File: src/logic/dttc_pkg.sv
// dttc_pkg: constants shared by the dual-tone transceiver control logic
// assumes a 10 MHz pclk and an APB master on the register side
package dttc_pkg;
    // clock and timing
    localparam int CLK_HZ = 10000000;
    localparam int MS_TO_CYC = CLK_HZ / 1000;
    localparam int TONE_ON_MIN_MS = 40;
    localparam int TONE_REJECT_MS = 20;
    localparam int GAP_END_MS = 40;
    localparam int GAP_BRIDGE_MS = 20;
    localparam int CP_ON_MIN_MS = 40;
    localparam int CP_ON_REJECT_MS = 10;
    localparam int CP_OFF_MIN_MS = 40;
    localparam int CP_OFF_BRIDGE_MS = 20;
    // qualification tick: 1 ms from the divider
    localparam int TICK_CYC = MS_TO_CYC;
    // qualify at the midpoint between the reject and accept limits, in ticks
    localparam logic [7:0] TONE_QUAL_TICKS = 8'(((TONE_ON_MIN_MS + TONE_REJECT_MS) / 2));
    localparam logic [7:0] GAP_QUAL_TICKS = 8'(((GAP_END_MS + GAP_BRIDGE_MS) / 2));
    localparam logic [7:0] CP_ON_TICKS = 8'(((CP_ON_MIN_MS + CP_ON_REJECT_MS) / 2));
    localparam logic [7:0] CP_OFF_TICKS = 8'(((CP_OFF_MIN_MS + CP_OFF_BRIDGE_MS) / 2));
    // tone synthesis: phase step per pclk = f * 2^24 / CLK_HZ
    localparam int PHASE_W = 24;
    // register offsets
    localparam logic [7:0] REG_CTRL = 8'h00;
    localparam logic [7:0] REG_STATUS = 8'h04;
    localparam logic [7:0] REG_INT_STAT = 8'h08;
    localparam logic [7:0] REG_INT_MASK = 8'h0C;
    // ctrl fields
    localparam int CTRL_OE_N = 0;
    localparam logic [31:0] CTRL_RESET = 32'h0000_0001;
    // interrupt bits
    localparam int IRQ_DIGIT = 0;
    localparam int IRQ_CP_ON = 1;
    localparam int IRQ_CP_OFF = 2;
    localparam int IRQ_W = 3;
    // digit encodings
    localparam logic [3:0] CODE_ZERO = 4'hA;
    localparam logic [3:0] CODE_STAR = 4'hB;
    localparam logic [3:0] CODE_POUND = 4'hC;
    localparam logic [3:0] CODE_D = 4'h0;
endpackage

File: src/logic/dttc_top.sv
// dttc_top: digital control of a dual-tone transceiver with call progress detection
// assumes analog band detectors deliver levels on pins and an APB master on pclk
//
// Notes on behaviour
// RULE1 - digit and valid shown after tone, cleared after pause
// RULE2 - generator uses receiver's hex digit encoding
// RULE3 - falling load strobe captures code, starts tones
// RULE4 - reset disables tones until next capture
// RULE5 - accept tone 40 ms, reject 20 ms
// RULE6 - gap 40 ms ends digit, 20 ms bridged
// RULE7 - progress energy 40 ms reported, 10 ms ignored
// RULE8 - progress absence 40 ms reported, 20 ms bridged
// RULE9 - cadence output follows qualified energy pattern
// RULE10 - strobe and reset may share one wire
// RULE11 - all timing derived from one time base
// RULE12 - receive code driven only while enable low
// RULE13 - zero A, star B, pound C, D zero
// RULE14 - pins synchronised, durations counted in ticks; output_enable_n gates rx_code_oe without a synchroniser
//
// The APB slave port and the register addresses were left to the implementer.
`timescale 1ns/1ns
module dttc_top (
    // clock and reset
    input wire logic pclk,
    input wire logic presetn,
    // apb slave
    input wire logic psel,
    input wire logic penable,
    input wire logic pwrite,
    input wire logic [7:0] paddr,
    input wire logic [31:0] pwdata,
    output logic [31:0] prdata,
    output logic pready,
    output logic pslverr,
    // receiver front end: tone present and decoded hex digit code
    input wire logic tone_present_in,
    input wire logic [3:0] tone_code_in,
    // receiver outputs
    input wire logic output_enable_n,
    output logic [3:0] rx_code,
    output logic [3:0] rx_code_oe,
    output logic digit_valid,
    // generator
    input wire logic [3:0] tx_code,
    input wire logic tone_load_strobe,
    input wire logic gen_reset,
    output logic [1:0] tone_out,
    output logic tone_active,
    // call progress
    input wire logic progress_line_in,
    output logic cadence_detect_out,
    // interrupt
    output logic irq
);
    // ---------- pin synchronisers, three stages ----------
    logic [2:0] s_tone, s_strobe, s_reset, s_cp;
    logic [3:0] s_code1, s_code2, s_code3, s_tx1, s_tx2, s_tx3, code_q, tx_q;
    logic strobe_q, reset_q, tone_q, cp_q;

    // stage 3 pairs with stage 2; a change counts once both agree
    always_ff @(posedge pclk or negedge presetn) begin
        if (!presetn) begin
            s_tone <= 3'h0;
            s_strobe <= 3'h0;
            s_reset <= 3'h0;
            s_cp <= 3'h0;
            s_code1 <= 4'h0;
            s_code2 <= 4'h0;
            s_tx1 <= 4'h0;
            s_tx2 <= 4'h0;
            s_code3 <= 4'h0;
            s_tx3 <= 4'h0;
        end else begin
            s_tone <= {s_tone[1:0], tone_present_in}; // RULE14
            s_strobe <= {s_strobe[1:0], tone_load_strobe}; // RULE14
            s_reset <= {s_reset[1:0], gen_reset}; // RULE14
            s_cp <= {s_cp[1:0], progress_line_in};
            s_code1 <= tone_code_in;
            s_code2 <= s_code1;
            s_tx1 <= tx_code;
            s_tx2 <= s_tx1;
            s_code3 <= s_code2; // RULE14
            s_tx3 <= s_tx2; // RULE14
        end
    end

    // filtered levels update only when stages 2 and 3 agree
    always_ff @(posedge pclk or negedge presetn) begin
        if (!presetn) begin
            strobe_q <= 1'b0;
            reset_q <= 1'b0;
            tone_q <= 1'b0;
            cp_q <= 1'b0;
            code_q <= 4'h0;
            tx_q <= 4'h0;
        end else begin
            if (s_strobe[2] == s_strobe[1]) strobe_q <= s_strobe[2];
            if (s_reset[2] == s_reset[1]) reset_q <= s_reset[2];
            if (s_tone[2] == s_tone[1]) tone_q <= s_tone[2];
            if (s_cp[2] == s_cp[1]) cp_q <= s_cp[2];
            if (s_code3 == s_code2) code_q <= s_code3; // a word moves only once all bits settle
            if (s_tx3 == s_tx2) tx_q <= s_tx3;
        end
    end

    // ---------- 1 ms tick divider ----------
    logic [13:0] div_cnt;
    wire tick = div_cnt == 14'(dttc_pkg::TICK_CYC - 1);

    // every duration is counted in ticks of this one time base
    always_ff @(posedge pclk or negedge presetn) begin
        if (!presetn) div_cnt <= 14'h0000;
        else if (tick) div_cnt <= 14'h0000; // RULE11
        else div_cnt <= div_cnt + 14'h0001;
    end

    // ticks for which a level has held, saturating; the duration checks use it
    function automatic logic [7:0] dttc_run(input logic [7:0] run, input logic level, input logic tk);
        if (!level) return 8'h00;
        if (tk && run != 8'hFF) return run + 8'h01;
        return run;
    endfunction

    // run lengths kept apart from the qualifiers, so a broken threshold shows up
    logic [7:0] tone_hi_run, tone_lo_run, cp_hi_run, cp_lo_run;
    always_ff @(posedge pclk or negedge presetn) begin
        if (!presetn) begin
            tone_hi_run <= 8'h00;
            tone_lo_run <= 8'h00;
            cp_hi_run <= 8'h00;
            cp_lo_run <= 8'h00;
        end else begin
            tone_hi_run <= dttc_run(tone_hi_run, tone_q, tick);
            tone_lo_run <= dttc_run(tone_lo_run, !tone_q, tick);
            cp_hi_run <= dttc_run(cp_hi_run, cp_q, tick);
            cp_lo_run <= dttc_run(cp_lo_run, !cp_q, tick);
        end
    end

    // ---------- receiver qualification ----------
    logic tone_qual, cp_qual;

    // tone: 30 ms to accept (RULE5), 30 ms of gap to release (RULE6)
    dttc_qual u_tone_qual (
        .pclk(pclk),
        .presetn(presetn),
        .tick(tick),
        .on_ticks(dttc_pkg::TONE_QUAL_TICKS),
        .off_ticks(dttc_pkg::GAP_QUAL_TICKS),
        .raw(tone_q),
        .qualified(tone_qual)
    );

    // band energy: 25 ms to report on (RULE7), 30 ms to report off (RULE8)
    dttc_qual u_cp_qual (
        .pclk(pclk),
        .presetn(presetn),
        .tick(tick),
        .on_ticks(dttc_pkg::CP_ON_TICKS),
        .off_ticks(dttc_pkg::CP_OFF_TICKS),
        .raw(cp_q),
        .qualified(cp_qual)
    );

    logic tone_qual_d, cp_qual_d;
    wire digit_rise = tone_qual && !tone_qual_d;
    wire cp_rise = cp_qual && !cp_qual_d;
    wire cp_fall = !cp_qual && cp_qual_d;

    // digit code latched at detection, cleared with valid after the pause
    always_ff @(posedge pclk or negedge presetn) begin
        if (!presetn) begin
            tone_qual_d <= 1'b0;
            cp_qual_d <= 1'b0;
            rx_code <= 4'h0;
            digit_valid <= 1'b0;
            cadence_detect_out <= 1'b0;
        end else begin
            tone_qual_d <= tone_qual;
            cp_qual_d <= cp_qual;
            cadence_detect_out <= cp_qual; // RULE9
            digit_valid <= tone_qual; // RULE1
            if (digit_rise) rx_code <= code_q; // RULE1 RULE13
            else if (!tone_qual) rx_code <= 4'h0; // RULE1
        end
    end

    // ---------- receive output enable ----------
    logic [31:0] ctrl;
    wire oe_active = !output_enable_n && !ctrl[dttc_pkg::CTRL_OE_N];
    // three-state pins: the pad ring drives only while enabled
    assign rx_code_oe = {4{oe_active}}; // RULE12

    // ---------- generator ----------
    logic strobe_qd;
    logic [3:0] gen_code;
    wire strobe_fall = strobe_qd && !strobe_q;

    // row and column index of each hex code; 0 is D, A is zero
    function automatic logic [3:0] dttc_rowcol(input logic [3:0] code);
        unique case (code)
            4'h1: dttc_rowcol = 4'h0;
            4'h2: dttc_rowcol = 4'h1;
            4'h3: dttc_rowcol = 4'h2;
            4'h4: dttc_rowcol = 4'h4;
            4'h5: dttc_rowcol = 4'h5;
            4'h6: dttc_rowcol = 4'h6;
            4'h7: dttc_rowcol = 4'h8;
            4'h8: dttc_rowcol = 4'h9;
            4'h9: dttc_rowcol = 4'hA;
            dttc_pkg::CODE_ZERO: dttc_rowcol = 4'hD;
            dttc_pkg::CODE_STAR: dttc_rowcol = 4'hC;
            dttc_pkg::CODE_POUND: dttc_rowcol = 4'hE;
            4'hD: dttc_rowcol = 4'h3;
            4'hE: dttc_rowcol = 4'h7;
            4'hF: dttc_rowcol = 4'hB;
            dttc_pkg::CODE_D: dttc_rowcol = 4'hF;
        endcase
    endfunction

    // phase step for 2^24 * f / 10 MHz
    function automatic logic [23:0] dttc_step(input logic [1:0] idx, input logic high);
        logic [23:0] s;
        s = 24'h000000;
        unique case ({high, idx})
            3'b000: s = 24'h000492; // 697 Hz
            3'b001: s = 24'h000509; // 770 Hz
            3'b010: s = 24'h00058F; // 852 Hz
            3'b011: s = 24'h000627; // 941 Hz
            3'b100: s = 24'h0007EC; // 1209 Hz
            3'b101: s = 24'h0008C2; // 1336 Hz
            3'b110: s = 24'h0009AE; // 1477 Hz
            3'b111: s = 24'h000AB3; // 1633 Hz
        endcase
        return s;
    endfunction

    // strobe and reset may fall together: the reset stops tones, the fall reloads
    always_ff @(posedge pclk or negedge presetn) begin
        if (!presetn) begin
            strobe_qd <= 1'b0;
            gen_code <= 4'h0;
            tone_active <= 1'b0;
        end else begin
            strobe_qd <= strobe_q;
            if (strobe_fall) begin
                gen_code <= tx_q; // RULE2 RULE3
                tone_active <= 1'b1; // RULE3 RULE10
            end else if (reset_q) begin
                tone_active <= 1'b0; // RULE4
            end
        end
    end

    // two phase accumulators; the msb of each is a square-wave tone
    logic [23:0] ph_lo, ph_hi;
    wire [3:0] rc = dttc_rowcol(gen_code);
    always_ff @(posedge pclk or negedge presetn) begin
        if (!presetn) begin
            ph_lo <= 24'h000000;
            ph_hi <= 24'h000000;
            tone_out <= 2'b00;
        end else if (!tone_active) begin
            ph_lo <= 24'h000000; // RULE4
            ph_hi <= 24'h000000;
            tone_out <= 2'b00;
        end else begin
            ph_lo <= ph_lo + dttc_step(rc[3:2], 1'b0); // RULE3
            ph_hi <= ph_hi + dttc_step(rc[1:0], 1'b1);
            tone_out <= {ph_hi[23], ph_lo[23]};
        end
    end

    // ---------- apb registers and interrupts ----------
    localparam int IRQ_W_L = dttc_pkg::IRQ_W;
    logic [IRQ_W_L-1:0] int_stat, int_mask;
    wire wr = psel && penable && pwrite;
    wire [IRQ_W_L-1:0] events = {cp_fall, cp_rise, digit_rise};
    wire hit_ctrl = paddr == dttc_pkg::REG_CTRL;
    wire hit_stat = paddr == dttc_pkg::REG_STATUS;
    wire hit_int = paddr == dttc_pkg::REG_INT_STAT;
    wire hit_mask = paddr == dttc_pkg::REG_INT_MASK;
    wire mapped = hit_ctrl || hit_stat || hit_int || hit_mask;

    assign pready = 1'b1;
    assign pslverr = psel && penable && !mapped;
    assign irq = |(int_stat & int_mask);

    // status bits: a set in the clearing cycle wins
    always_ff @(posedge pclk or negedge presetn) begin
        if (!presetn) begin
            ctrl <= dttc_pkg::CTRL_RESET;
            int_stat <= '0;
            int_mask <= '0;
        end else begin
            if (wr && hit_ctrl) ctrl <= {31'h0, pwdata[0]};
            if (wr && hit_mask) int_mask <= pwdata[IRQ_W_L-1:0];
            int_stat <= (int_stat & ~((wr && hit_int) ? pwdata[IRQ_W_L-1:0] : '0)) | events;
        end
    end

    // read data registered at the setup cycle, valid in the access phase
    always_ff @(posedge pclk or negedge presetn) begin
        if (!presetn) prdata <= 32'h0000_0000;
        else if (psel && !penable) begin
            prdata <= hit_ctrl ? ctrl :
                      hit_stat ? {24'h0, tone_active, cadence_detect_out, digit_valid, 1'b0, rx_code} :
                      hit_int ? {29'h0, int_stat} :
                      hit_mask ? {29'h0, int_mask} : 32'h0000_0000;
        end
    end

    // ---------- assertions ----------
    a_valid_code_zero: assert property (@(posedge pclk) disable iff (!presetn) // RULE1
        !digit_valid |-> rx_code == 4'h0) else $error("code not cleared without valid");
    a_valid_after_qual: assert property (@(posedge pclk) disable iff (!presetn) // RULE1
        digit_rise |=> digit_valid) else $error("valid missing after detection");
    a_strobe_loads: assert property (@(posedge pclk) disable iff (!presetn) // RULE3
        strobe_fall |=> tone_active && gen_code == $past(tx_q)) else $error("strobe did not load");
    a_reset_silences: assert property (@(posedge pclk) disable iff (!presetn) // RULE4
        reset_q && !strobe_fall |=> !tone_active) else $error("tones not stopped by reset");
    a_off_no_tone: assert property (@(posedge pclk) disable iff (!presetn) // RULE4
        !tone_active |=> tone_out == 2'b00) else $error("tone out while disabled");
    a_oe_follows_pin: assert property (@(posedge pclk) disable iff (!presetn) // RULE12
        output_enable_n |-> rx_code_oe == 4'h0) else $error("driven while disabled");
    a_cadence_follow: assert property (@(posedge pclk) disable iff (!presetn) // RULE9
        $rose(cp_qual) |=> cadence_detect_out) else $error("cadence not following");
    a_short_burst: assert property (@(posedge pclk) disable iff (!presetn) // RULE7
        $rose(cp_qual) |-> cp_hi_run > 8'(dttc_pkg::CP_ON_REJECT_MS)) else $error("cadence rose on a short burst");
    a_tick_period: assert property (@(posedge pclk) disable iff (!presetn) // RULE11
        tick |=> !tick) else $error("tick longer than a cycle");
    // duration checks: every qualified change must outlast its reject limit
    a_tone_min_len: assert property (@(posedge pclk) disable iff (!presetn) // RULE5
        $rose(tone_qual) |-> tone_hi_run > 8'(dttc_pkg::TONE_REJECT_MS)) else $error("short tone accepted");
    a_gap_bridge: assert property (@(posedge pclk) disable iff (!presetn) // RULE6
        $fell(tone_qual) |-> tone_lo_run > 8'(dttc_pkg::GAP_BRIDGE_MS)) else $error("short gap ended digit");
    a_cp_off_len: assert property (@(posedge pclk) disable iff (!presetn) // RULE8
        $fell(cp_qual) |-> cp_lo_run > 8'(dttc_pkg::CP_OFF_BRIDGE_MS)) else $error("short absence reported");
    // the generator only starts from a captured code
    a_tone_needs_load: assert property (@(posedge pclk) disable iff (!presetn) // RULE4
        $rose(tone_active) |-> $past(strobe_fall)) else $error("tones started without a load");
    a_cadence_release: assert property (@(posedge pclk) disable iff (!presetn) // RULE9
        $fell(cp_qual) |=> !cadence_detect_out) else $error("cadence not released");
    a_code_steady: assert property (@(posedge pclk) disable iff (!presetn) // RULE1
        digit_valid && $past(digit_valid) |-> $stable(rx_code)) else $error("code changed while valid");
    a_set_wins: assert property (@(posedge pclk) disable iff (!presetn)
        digit_rise |=> int_stat[dttc_pkg::IRQ_DIGIT]) else $error("digit event lost");
endmodule

File: src/logic/dttc_qual.sv
// dttc_qual: debounces a level by requiring it to hold for a count of ticks
// assumes the input is already synchronous to pclk
`timescale 1ns/1ns
module dttc_qual (
    // clock and reset
    input wire logic pclk,
    input wire logic presetn,
    // timing
    input wire logic tick,
    input wire logic [7:0] on_ticks,
    input wire logic [7:0] off_ticks,
    // level in and qualified level out
    input wire logic raw,
    output logic qualified
);
    logic [7:0] cnt;
    wire differs = raw != qualified;
    wire [7:0] limit = qualified ? off_ticks : on_ticks;

    // a level that differs restarts whenever it flips back, so short bursts never win
    always_ff @(posedge pclk or negedge presetn) begin
        if (!presetn) begin
            cnt <= 8'h00;
            qualified <= 1'b0;
        end else if (!differs) begin
            cnt <= 8'h00;
        end else if (tick) begin
            if (cnt + 8'h01 >= limit) begin
                qualified <= raw;
                cnt <= 8'h00;
            end else begin
                cnt <= cnt + 8'h01;
            end
        end
    end
endmodule

File: config.mk
export PLATFORM = sky130hd
export DESIGN_NAME = dttc_top
export DESIGN_NICKNAME = d
export VERILOG_FILES = /design/src/logic/dttc_pkg.sv /design/src/logic/dttc_top.sv /design/src/logic/dttc_qual.sv
export SDC_FILE = /design/constraint.sdc
export NUM_CORES = 1
export LEC_CHECK = 0
export BUFFER_PORTS_ARGS = -buffer_cell sky130_fd_sc_hd__buf_2
export CORE_UTILIZATION = 60
export CTS_CLUSTER_DIAMETER = 60
export DETAILED_ROUTE_END_ITERATION = 16
export PLACE_DENSITY = 0.87
export REMOVE_ABC_BUFFERS = 1
export SLEW_MARGIN = 10
export SYNTH_ARGS = -nofsm -noshare
export SYNTH_HDL_FRONTEND = slang
export SYNTH_HIERARCHICAL = 1
export SYNTH_SLANG_ARGS = --single-unit
export TNS_END_PERCENT = 30
File: constraint.sdc
create_clock -name pclk -period 7.5 [get_ports pclk]
set_input_delay 1.125 -clock pclk [delete_from_list [all_inputs] [get_ports pclk]]
set_output_delay 1.125 -clock pclk [all_outputs]
set_load 0.03 [all_outputs]
==> qor.yml, run 1 <==
setup_path:
  worstPathRequired_ns: 7.82
  cp_data_arrival_time_ns: 4.92
  crit_path_end_kind: "register"
  worstPathMaxFanout: 11
  start_kind: "register"
  crit_type: "register to register"
flow_run:
  cap_violations: 0
die:
  std_cell_rows: 43
  io_pins: 106
  core_region_area_sq_um: 13900
  initial_core_util_pct: 61.3
  die_w_um: 121
  die_height_um: 121
  die_area_sq_um: 14700
route:
  firstDrtPassIters: 6
  top_layer: "met4"
  antenna_left: 0
  drt-wirelength-per-cell_um: 14.9
  met1_length_um: 6930
  via_per_inst: 5.73
  wl_met2_um: 8330
  drc_errors: 0
  postRouteWirelength_um: 16000
  wl_met3_um: 546
  num_vias: 6141
  first_iter_violations: 333
logic_synthesis:
  ys_warn_count: 6
  avgSynthCellArea_sq_um: 10.6
  synth_flop_cell: "dfrtp_1"
  syn_area_sq_um: 8510
  syn-instance-count: 803
  synth_edf_count: 0
  yosysUniqueCellTypes: 84
  ys_ff_latch: 156
  ys_seq_area_share_pct: 45.9
  synthArstFlopShare_pct: 100
timing:
  slew_headroom_pct: 37.2
  finalSetupTns_ns: 0
  fin_crit_sh_pct: 61.4
  finClkSkew_ns: 0.00684
  finalSetupViolCount: 0
  slew_violations: 0
  tightest_slew_ns: 0.938
  fmax_ghz: 0.217
  min_period_ns: 4.60
  rsz0062_at_grt: "false"
  hold_violations: 0
power:
  power_density_nw_per_um2: 341
  p_leak_nw: 4.43
  finalPower_mw: 3.23
  ir_worst_vdd_v: 0.000193
place:
  io_buffers: 50
  dpl.hpwl_um: 10800
  gp_congestion: 0.812
finish:
  area_growth_syn_to_layout_pct: 11.4
  utilization_pct: 68.3
  nFillCells: 980
  final_nets: 993
  drive_gt1_share_pct: 14.6
  antenna-diode-count: 0
global_route:
  grt_max_degree: 91
  antenna_found_initial: 0
  grt-ovfl-total: 0
  grt_usage_pct: 23.4
  grt_pass1_wl_um: 27100
  grt_pass1_vias: 5970
clocking:
  clock_latency_ns: 0.43
  clock-sinks: 156
  post_cts_buffers: 0
  path_clk_slew_ns: 0.07
  clock_path_buffers: 2
  root_buffer: "clkbuf_16"
  cts_buffers: 17
  ctsHtreeMaxLevel: 4
  cts_tree: "built"
  holdBufCountCts: 0
  cts_resized: 0
status:
  status: "finished clean"
worst_hold_path:
  hp-class: "register to register"
## cell usage in the layout (no fill, tap or decap), drive strengths merged, types with 6 or more instances in the layout
| master | netlist | routed |
|---|---|---|
| dfrtp | 155 | 155 |
| conb | 2 | 58 |
| nor2 | 56 | 56 |
| ha | 54 | 54 |
| nand2 | 53 | 53 |
| buf | 39 | 53 |
| a21oi | 42 | 42 |
| inv | 34 | 42 |
| nand3 | 36 | 36 |
| o21ai | 27 | 27 |
| mux2i | 26 | 26 |
| xor2 | 25 | 25 |
| mux2 | 22 | 22 |
| xnor2 | 18 | 18 |
| clkbuf | 13 | 18 |
| nor3 | 15 | 15 |
| nand2b | 15 | 15 |
| nor2b | 12 | 12 |
| a22o | 11 | 11 |
| nand4 | 10 | 10 |
| a32o | 10 | 10 |
| and3 | 8 | 8 |
| or3 | 8 | 8 |
| a211oi | 6 | 6 |
| o22ai | 6 | 6 |
## routing by layer
layer / GRT usage [%] / up-vias
li1: - / 2968
met3: 4.93 / 15
met5: 0 / -
met1: 29.2 / 3030
met4: 7.64 / 0
met2: 40.2 / 128
## Yosys cell counts, types with 3 or more instances
cell type / number / area [sq um]
o21bai_1: 3 / 22.5
nand2_1: 53 / 199
ha_1: 54 / 676
clkbuf_1: 13 / 48.8
a21o_1: 3 / 22.5
nor2b_1: 12 / 75.1
or4_1: 5 / 37.5
or2_2: 4 / 25.0
o21a_1: 5 / 37.5
and3_1: 8 / 50.1
nor3_1: 14 / 70.1
o211ai_1: 4 / 30.0
or3_1: 8 / 50.1
nor2_1: 56 / 210
a22o_1: 11 / 96.3
buf_1: 3 / 11.3
o22ai_1: 5 / 31.3
a21oi_1: 41 / 205
xnor2_1: 18 / 158
a32o_1: 10 / 100
mux2_1: 3 / 33.8
dfrtp_1: 155 / 3880
o21ai_0: 19 / 95.1
maj3_1: 4 / 40.0
o2111a_1: 3 / 33.8
xor2_1: 24 / 210
mux2_2: 19 / 214
nand3_1: 36 / 180
o21ai_1: 8 / 40.0
nand2b_1: 11 / 68.8
buf_4: 32 / 240
nor4b_1: 4 / 35.0
and2_1: 5 / 31.3
a211oi_1: 5 / 37.5
a21boi_0: 3 / 22.5
a31oi_1: 4 / 25.0
o31ai_1: 3 / 22.5
nor3b_1: 5 / 37.5
inv_1: 32 / 120
nand4_1: 10 / 62.6
mux2i_1: 26 / 260
nor4_1: 5 / 31.3
## worst max-delay path: stages, from the launching register on
cell,delay (ns)
dfrtp_1,0.38
inv_1,0.10
ha_1,0.22
o31ai_1,0.66
inv_1,0.22
ha_1,0.25
or2_2,0.29
ha_1,0.41
a2111oi_0,0.53
o221ai_1,0.20
a31oi_1,0.72
nor4b_1,0.14
mux2_1,0.35
## stage by stage
step | cells | worst slack, ns | hold slack, ns | cell area [sq um]
after floorplan | 807 | 3.72 | 0.331 | 8390
after global placement | 1040 | 3.06 | 0.332 | 8890
after detailed placement | 1040 | 2.98 | 0.335 | 8890
after CTS | 1072 | 2.94 | 0.345 | 9480
after global routing | 1072 | 2.47 | 0.352 | 9480
final | 1072 | 2.90 | 0.347 | 9480
## report_power, final
| group | switching, mW | total [mW] | internal [mW] | leakage (nW) |
|---|---|---|---|---|
| clock network | 0.374 | 0.853 | 0.479 | 0.284 |
| logic | 0.847 | 1.37 | 0.522 | 2.13 |
| registers | 0.0736 | 1.01 | 0.938 | 2.02 |
| total | 1.29 | 3.23 | 1.94 | 4.43 |
## layout make-up
cell class                      count  area (sq um)  share of cell area [%]
Multi-Input combinational cell    617          4350                    45.9
Clock buffer                       18           439                    4.63
Sequential cell                   156          3910                    41.2
Clock inverter                     14           149                    1.57
Inverter                           34           128                    1.35
Tap cell                          180           225                    2.38
Timing Repair Buffer               53           279                    2.94
## cell families (layout without fill, tap and decap cells)
family,Yosys count,in the layout,share of synthesized area [%]
simple gates,247,247,14.9
compound gates,159,159,13.8
flops,156,156,45.9
buf+inv,86,119,5.41
fa+ha+maj,60,60,8.88
mux,50,50,6.50
xor+xnor,43,43,4.51
other cells,2,58,0.0883
## worst paths after layout
| check | startpoint | endpoint | slack, ns | cells past startpoint |
|---|---|---|---|---|
| max in group asynchronous | presetn | prdata[7] | 5.45 | 2 |
| min reg2reg | s_strobe[0] | s_strobe[1] | 0.35 | 0 |
| min in group asynchronous | presetn | tone_out[1] | 0.72 | 1 |
| min | s_strobe[0] | s_strobe[1] | 0.35 | 0 |
| max | gen_code[0] | ph_hi[23] | 2.90 | 12 |
| max reg2reg | gen_code[0] | ph_hi[23] | 2.90 | 12 |
## registers in the layout, indices dropped and copies added (netlist names), 7 cells and up
signal           count
div_cnt             14
ph_hi               24
ph_lo               24
prdata               7
u_cp_qual/cnt        8
u_tone_qual/cnt      8
Note: power is estimated with default switching activity, not from simulation.
==> run 2: changes to the inputs <==
CORE_UTILIZATION = 59   (was 60)
PLACE_DENSITY = 0.86   (was 0.87)
clock period = 4.6 ns   (was 7.5 ns; I/O delays follow)
==> run 2 against run 1 <==
Effect of this change:
- sequential share of layout area is 0.15 points lower
- utilization is 0.28 points lower
- routed wire length is 1.9% higher
- largest cell class unchanged
==> qor.yml, run 2 (synthesis gave the netlist of run 1 again) <==
setup_path:
  worstPathMaxFanout: 10
  critPathMaxStageDelay_ns: 0.63
  cp_data_arrival_time_ns: 4.43
  crit_path_cell_trace: "inv_1 > ha_1 > o31ai_1 > inv_1 > ha_1 > or2_2 > ha_1 > a2111oi_0 > o221ai_1 > a31oi_2 > nor4b_1 > mux2_1"
  crit_slowest_cell: "o31ai_1"
  reg2reg_depth: 12
  crit_top_cell: "ha_1"
  crit_type: "register to register"
  endpoint: "ph_hi[23]"
  rr_endpoint: "ph_hi[23]"
  crit_start: "gen_code[0]"
  worstPathRequired_ns: 4.90
  reg2reg_setup_slack_ns: 0.47
  start_kind: "register"
  timing.rr.start: "gen_code[0]"
  crit_path_end_kind: "register"
route:
  firstDrtPassIters: 5
  via_per_inst: 5.71
  drc_errors: 0
  num_vias: 6140
  postRouteWirelength_um: 16300
  antenna_left: 0
  drt-wirelength-per-cell_um: 15.1
  first_iter_violations: 385
timing:
  slew_headroom_pct: 44.6
  finalSetupTns_ns: 0
  finalSetupViolCount: 0
  fmax_ghz: 0.242
  rsz0062_at_grt: "false"
  hold_violations: 0
  tightest_slew_ns: 0.831
  fin_crit_sh_pct: 89.8
  slew_violations: 0
  min_period_ns: 4.13
  finClkSkew_ns: 0.00919
power:
  swShare_pct: 39.1
  p_clk_share_pct: 26.3
  power_frac_seq_pct: 31.1
  p_int_mw: 3.22
  p_leak_nw: 4.45
  switching_power_mw: 2.07
  finalPower_mw: 5.29
  power_frac_comb_pct: 42.5
  power_density_nw_per_um2: 556
  ir_worst_vdd_v: 0.000400
die:
  die_w_um: 122
  io_pins: 106
  die_area_sq_um: 14900
  std_cell_rows: 43
  die_height_um: 122
  core_region_area_sq_um: 14000
  initial_core_util_pct: 60.8
finish:
  utilization_pct: 68.0
  antenna-diode-count: 0
  reg_top3: "ph_hi: 24 flops, ph_lo: 24 flops, div_cnt: 14 flops"
  layout_common_cells: "155 x dfrtp_1, 58 x conb_1, 56 x nor2_1, 54 x ha_1, 53 x nand2_1"
  drive_gt1_share_pct: 14.9
  final_common_cell: "dfrtp_1"
  area_growth_syn_to_layout_pct: 11.8
  stdcell_area_sq_um: 9510
  final_nets: 996
clocking:
  root_buffer: "clkbuf_16"
  path_clk_slew_ns: 0.06
  clock_path_buffers: 2
  cts_buffers: 17
  cts_tree: "built"
  clock-sinks: 156
  clock_latency_ns: 0.42
  ctsHtreeMaxLevel: 4
  holdBufCountCts: 0
  post_cts_buffers: 0
place:
  io_buffers: 50
  dpl.hpwl_um: 10800
  gp_congestion: 0.860
  dpl_cell_area_sq_um: 8910
flow_run:
  cap_violations: 0
global_route:
  grt_usage_pct: 23.6
  grt_pass1_wl_um: 27800
  grt-ovfl-total: 0
  grt_max_degree: 81
  grt_pass1_vias: 6039
  antenna_found_initial: 0
worst_hold_path:
  hp-class: "input pin to asynchronous set/reset pin"
status:
  status: "finished clean"
[run 2: cell count changes in the layout (fill, tap and decap cells not counted), moves of 2 or more]
cell,change
clkinv_2,+2
clkinv_4,-2
buf_4,+3
inv_8,-2
[run 2: area by class of cell]
| class | count | area, sq um |
|---|---|---|
| Inverter | 34 | 128 |
| Fill cell | 1062 | 4480 |
| Clock inverter | 13 | 150 |
| Sequential cell | 156 | 3910 |
| Clock buffer | 19 | 443 |
| Multi-Input combinational cell | 617 | 4360 |
| Timing Repair Buffer | 56 | 302 |
| Tap cell | 180 | 225 |
[run 2: power groups by stage]
| stage | Combinational [mW] | Clock, mW | Sequential [mW] |
|---|---|---|---|
| 3_5_place_dp | 2.20 | 0 | 1.67 |
| 4_1_cts | 2.23 | 1.42 | 1.65 |
| 5_1_grt | 2.53 | 1.48 | 1.67 |
| 3_3_place_gp | 2.11 | 0 | 1.66 |
| 6_report | 2.25 | 1.39 | 1.65 |
| 2_1_floorplan | 1.73 | 0 | 1.65 |
[run 2: metrics by stage]
step	hold slack, ns	setup slack (ns)	std cells
2_1_floorplan	0.331	0.818	807
3_3_place_gp	0.334	0.396	1043
3_5_place_dp	0.335	0.330	1043
4_1_cts	0.333	0.327	1075
5_1_grt	0.350	0.192	1075
6_report	0.274	0.469	1075
[run 2: how the worst min path moves through the flow]
stage,end,cells past startpoint,slack [ns],start
after floorplan,s_code2[0],0,0.33,s_code1[0]
after global placement,s_tx2[2],0,0.33,s_tx1[2]
after detailed placement,s_tx2[2],0,0.33,s_tx1[2]
after CTS,ph_hi[3],1,0.33,presetn
after global routing,s_code1[0],1,0.35,tone_code_in[0]
final,ph_hi[4],1,0.27,presetn
[run 2: worst max-delay path: cells and delay by family (launching register included)]
kind / cells / cell delay (ns)
adders and majority gates: 3 / 0.87
and+or+nand+nor: 2 / 0.41
muxes: 1 / 0.33
AOI/OAI and AO/OA: 4 / 1.70
buffers and inverters: 2 / 0.31
DFF: 1 / 0.40
[run 2: layer usage]
metal / GRT usage (%) / vias up / wire, um / share of wire, %
met3: 5.29 / 30 / 575 / 3.5
met2: 40.5 / 137 / 8330 / 51
met1: 29.6 / 3006 / 7100 / 44
met4: 7.01 / 0 / 270 / 1.7
met5: 0 / - / 0 / 0
li1: - / 2967 / - / -
[run 2: timing repair]
item,in CTS,in global routing
resized for setup,0,1
setup endpoints to repair,0,4
endpoints found under the hold margin,0,0
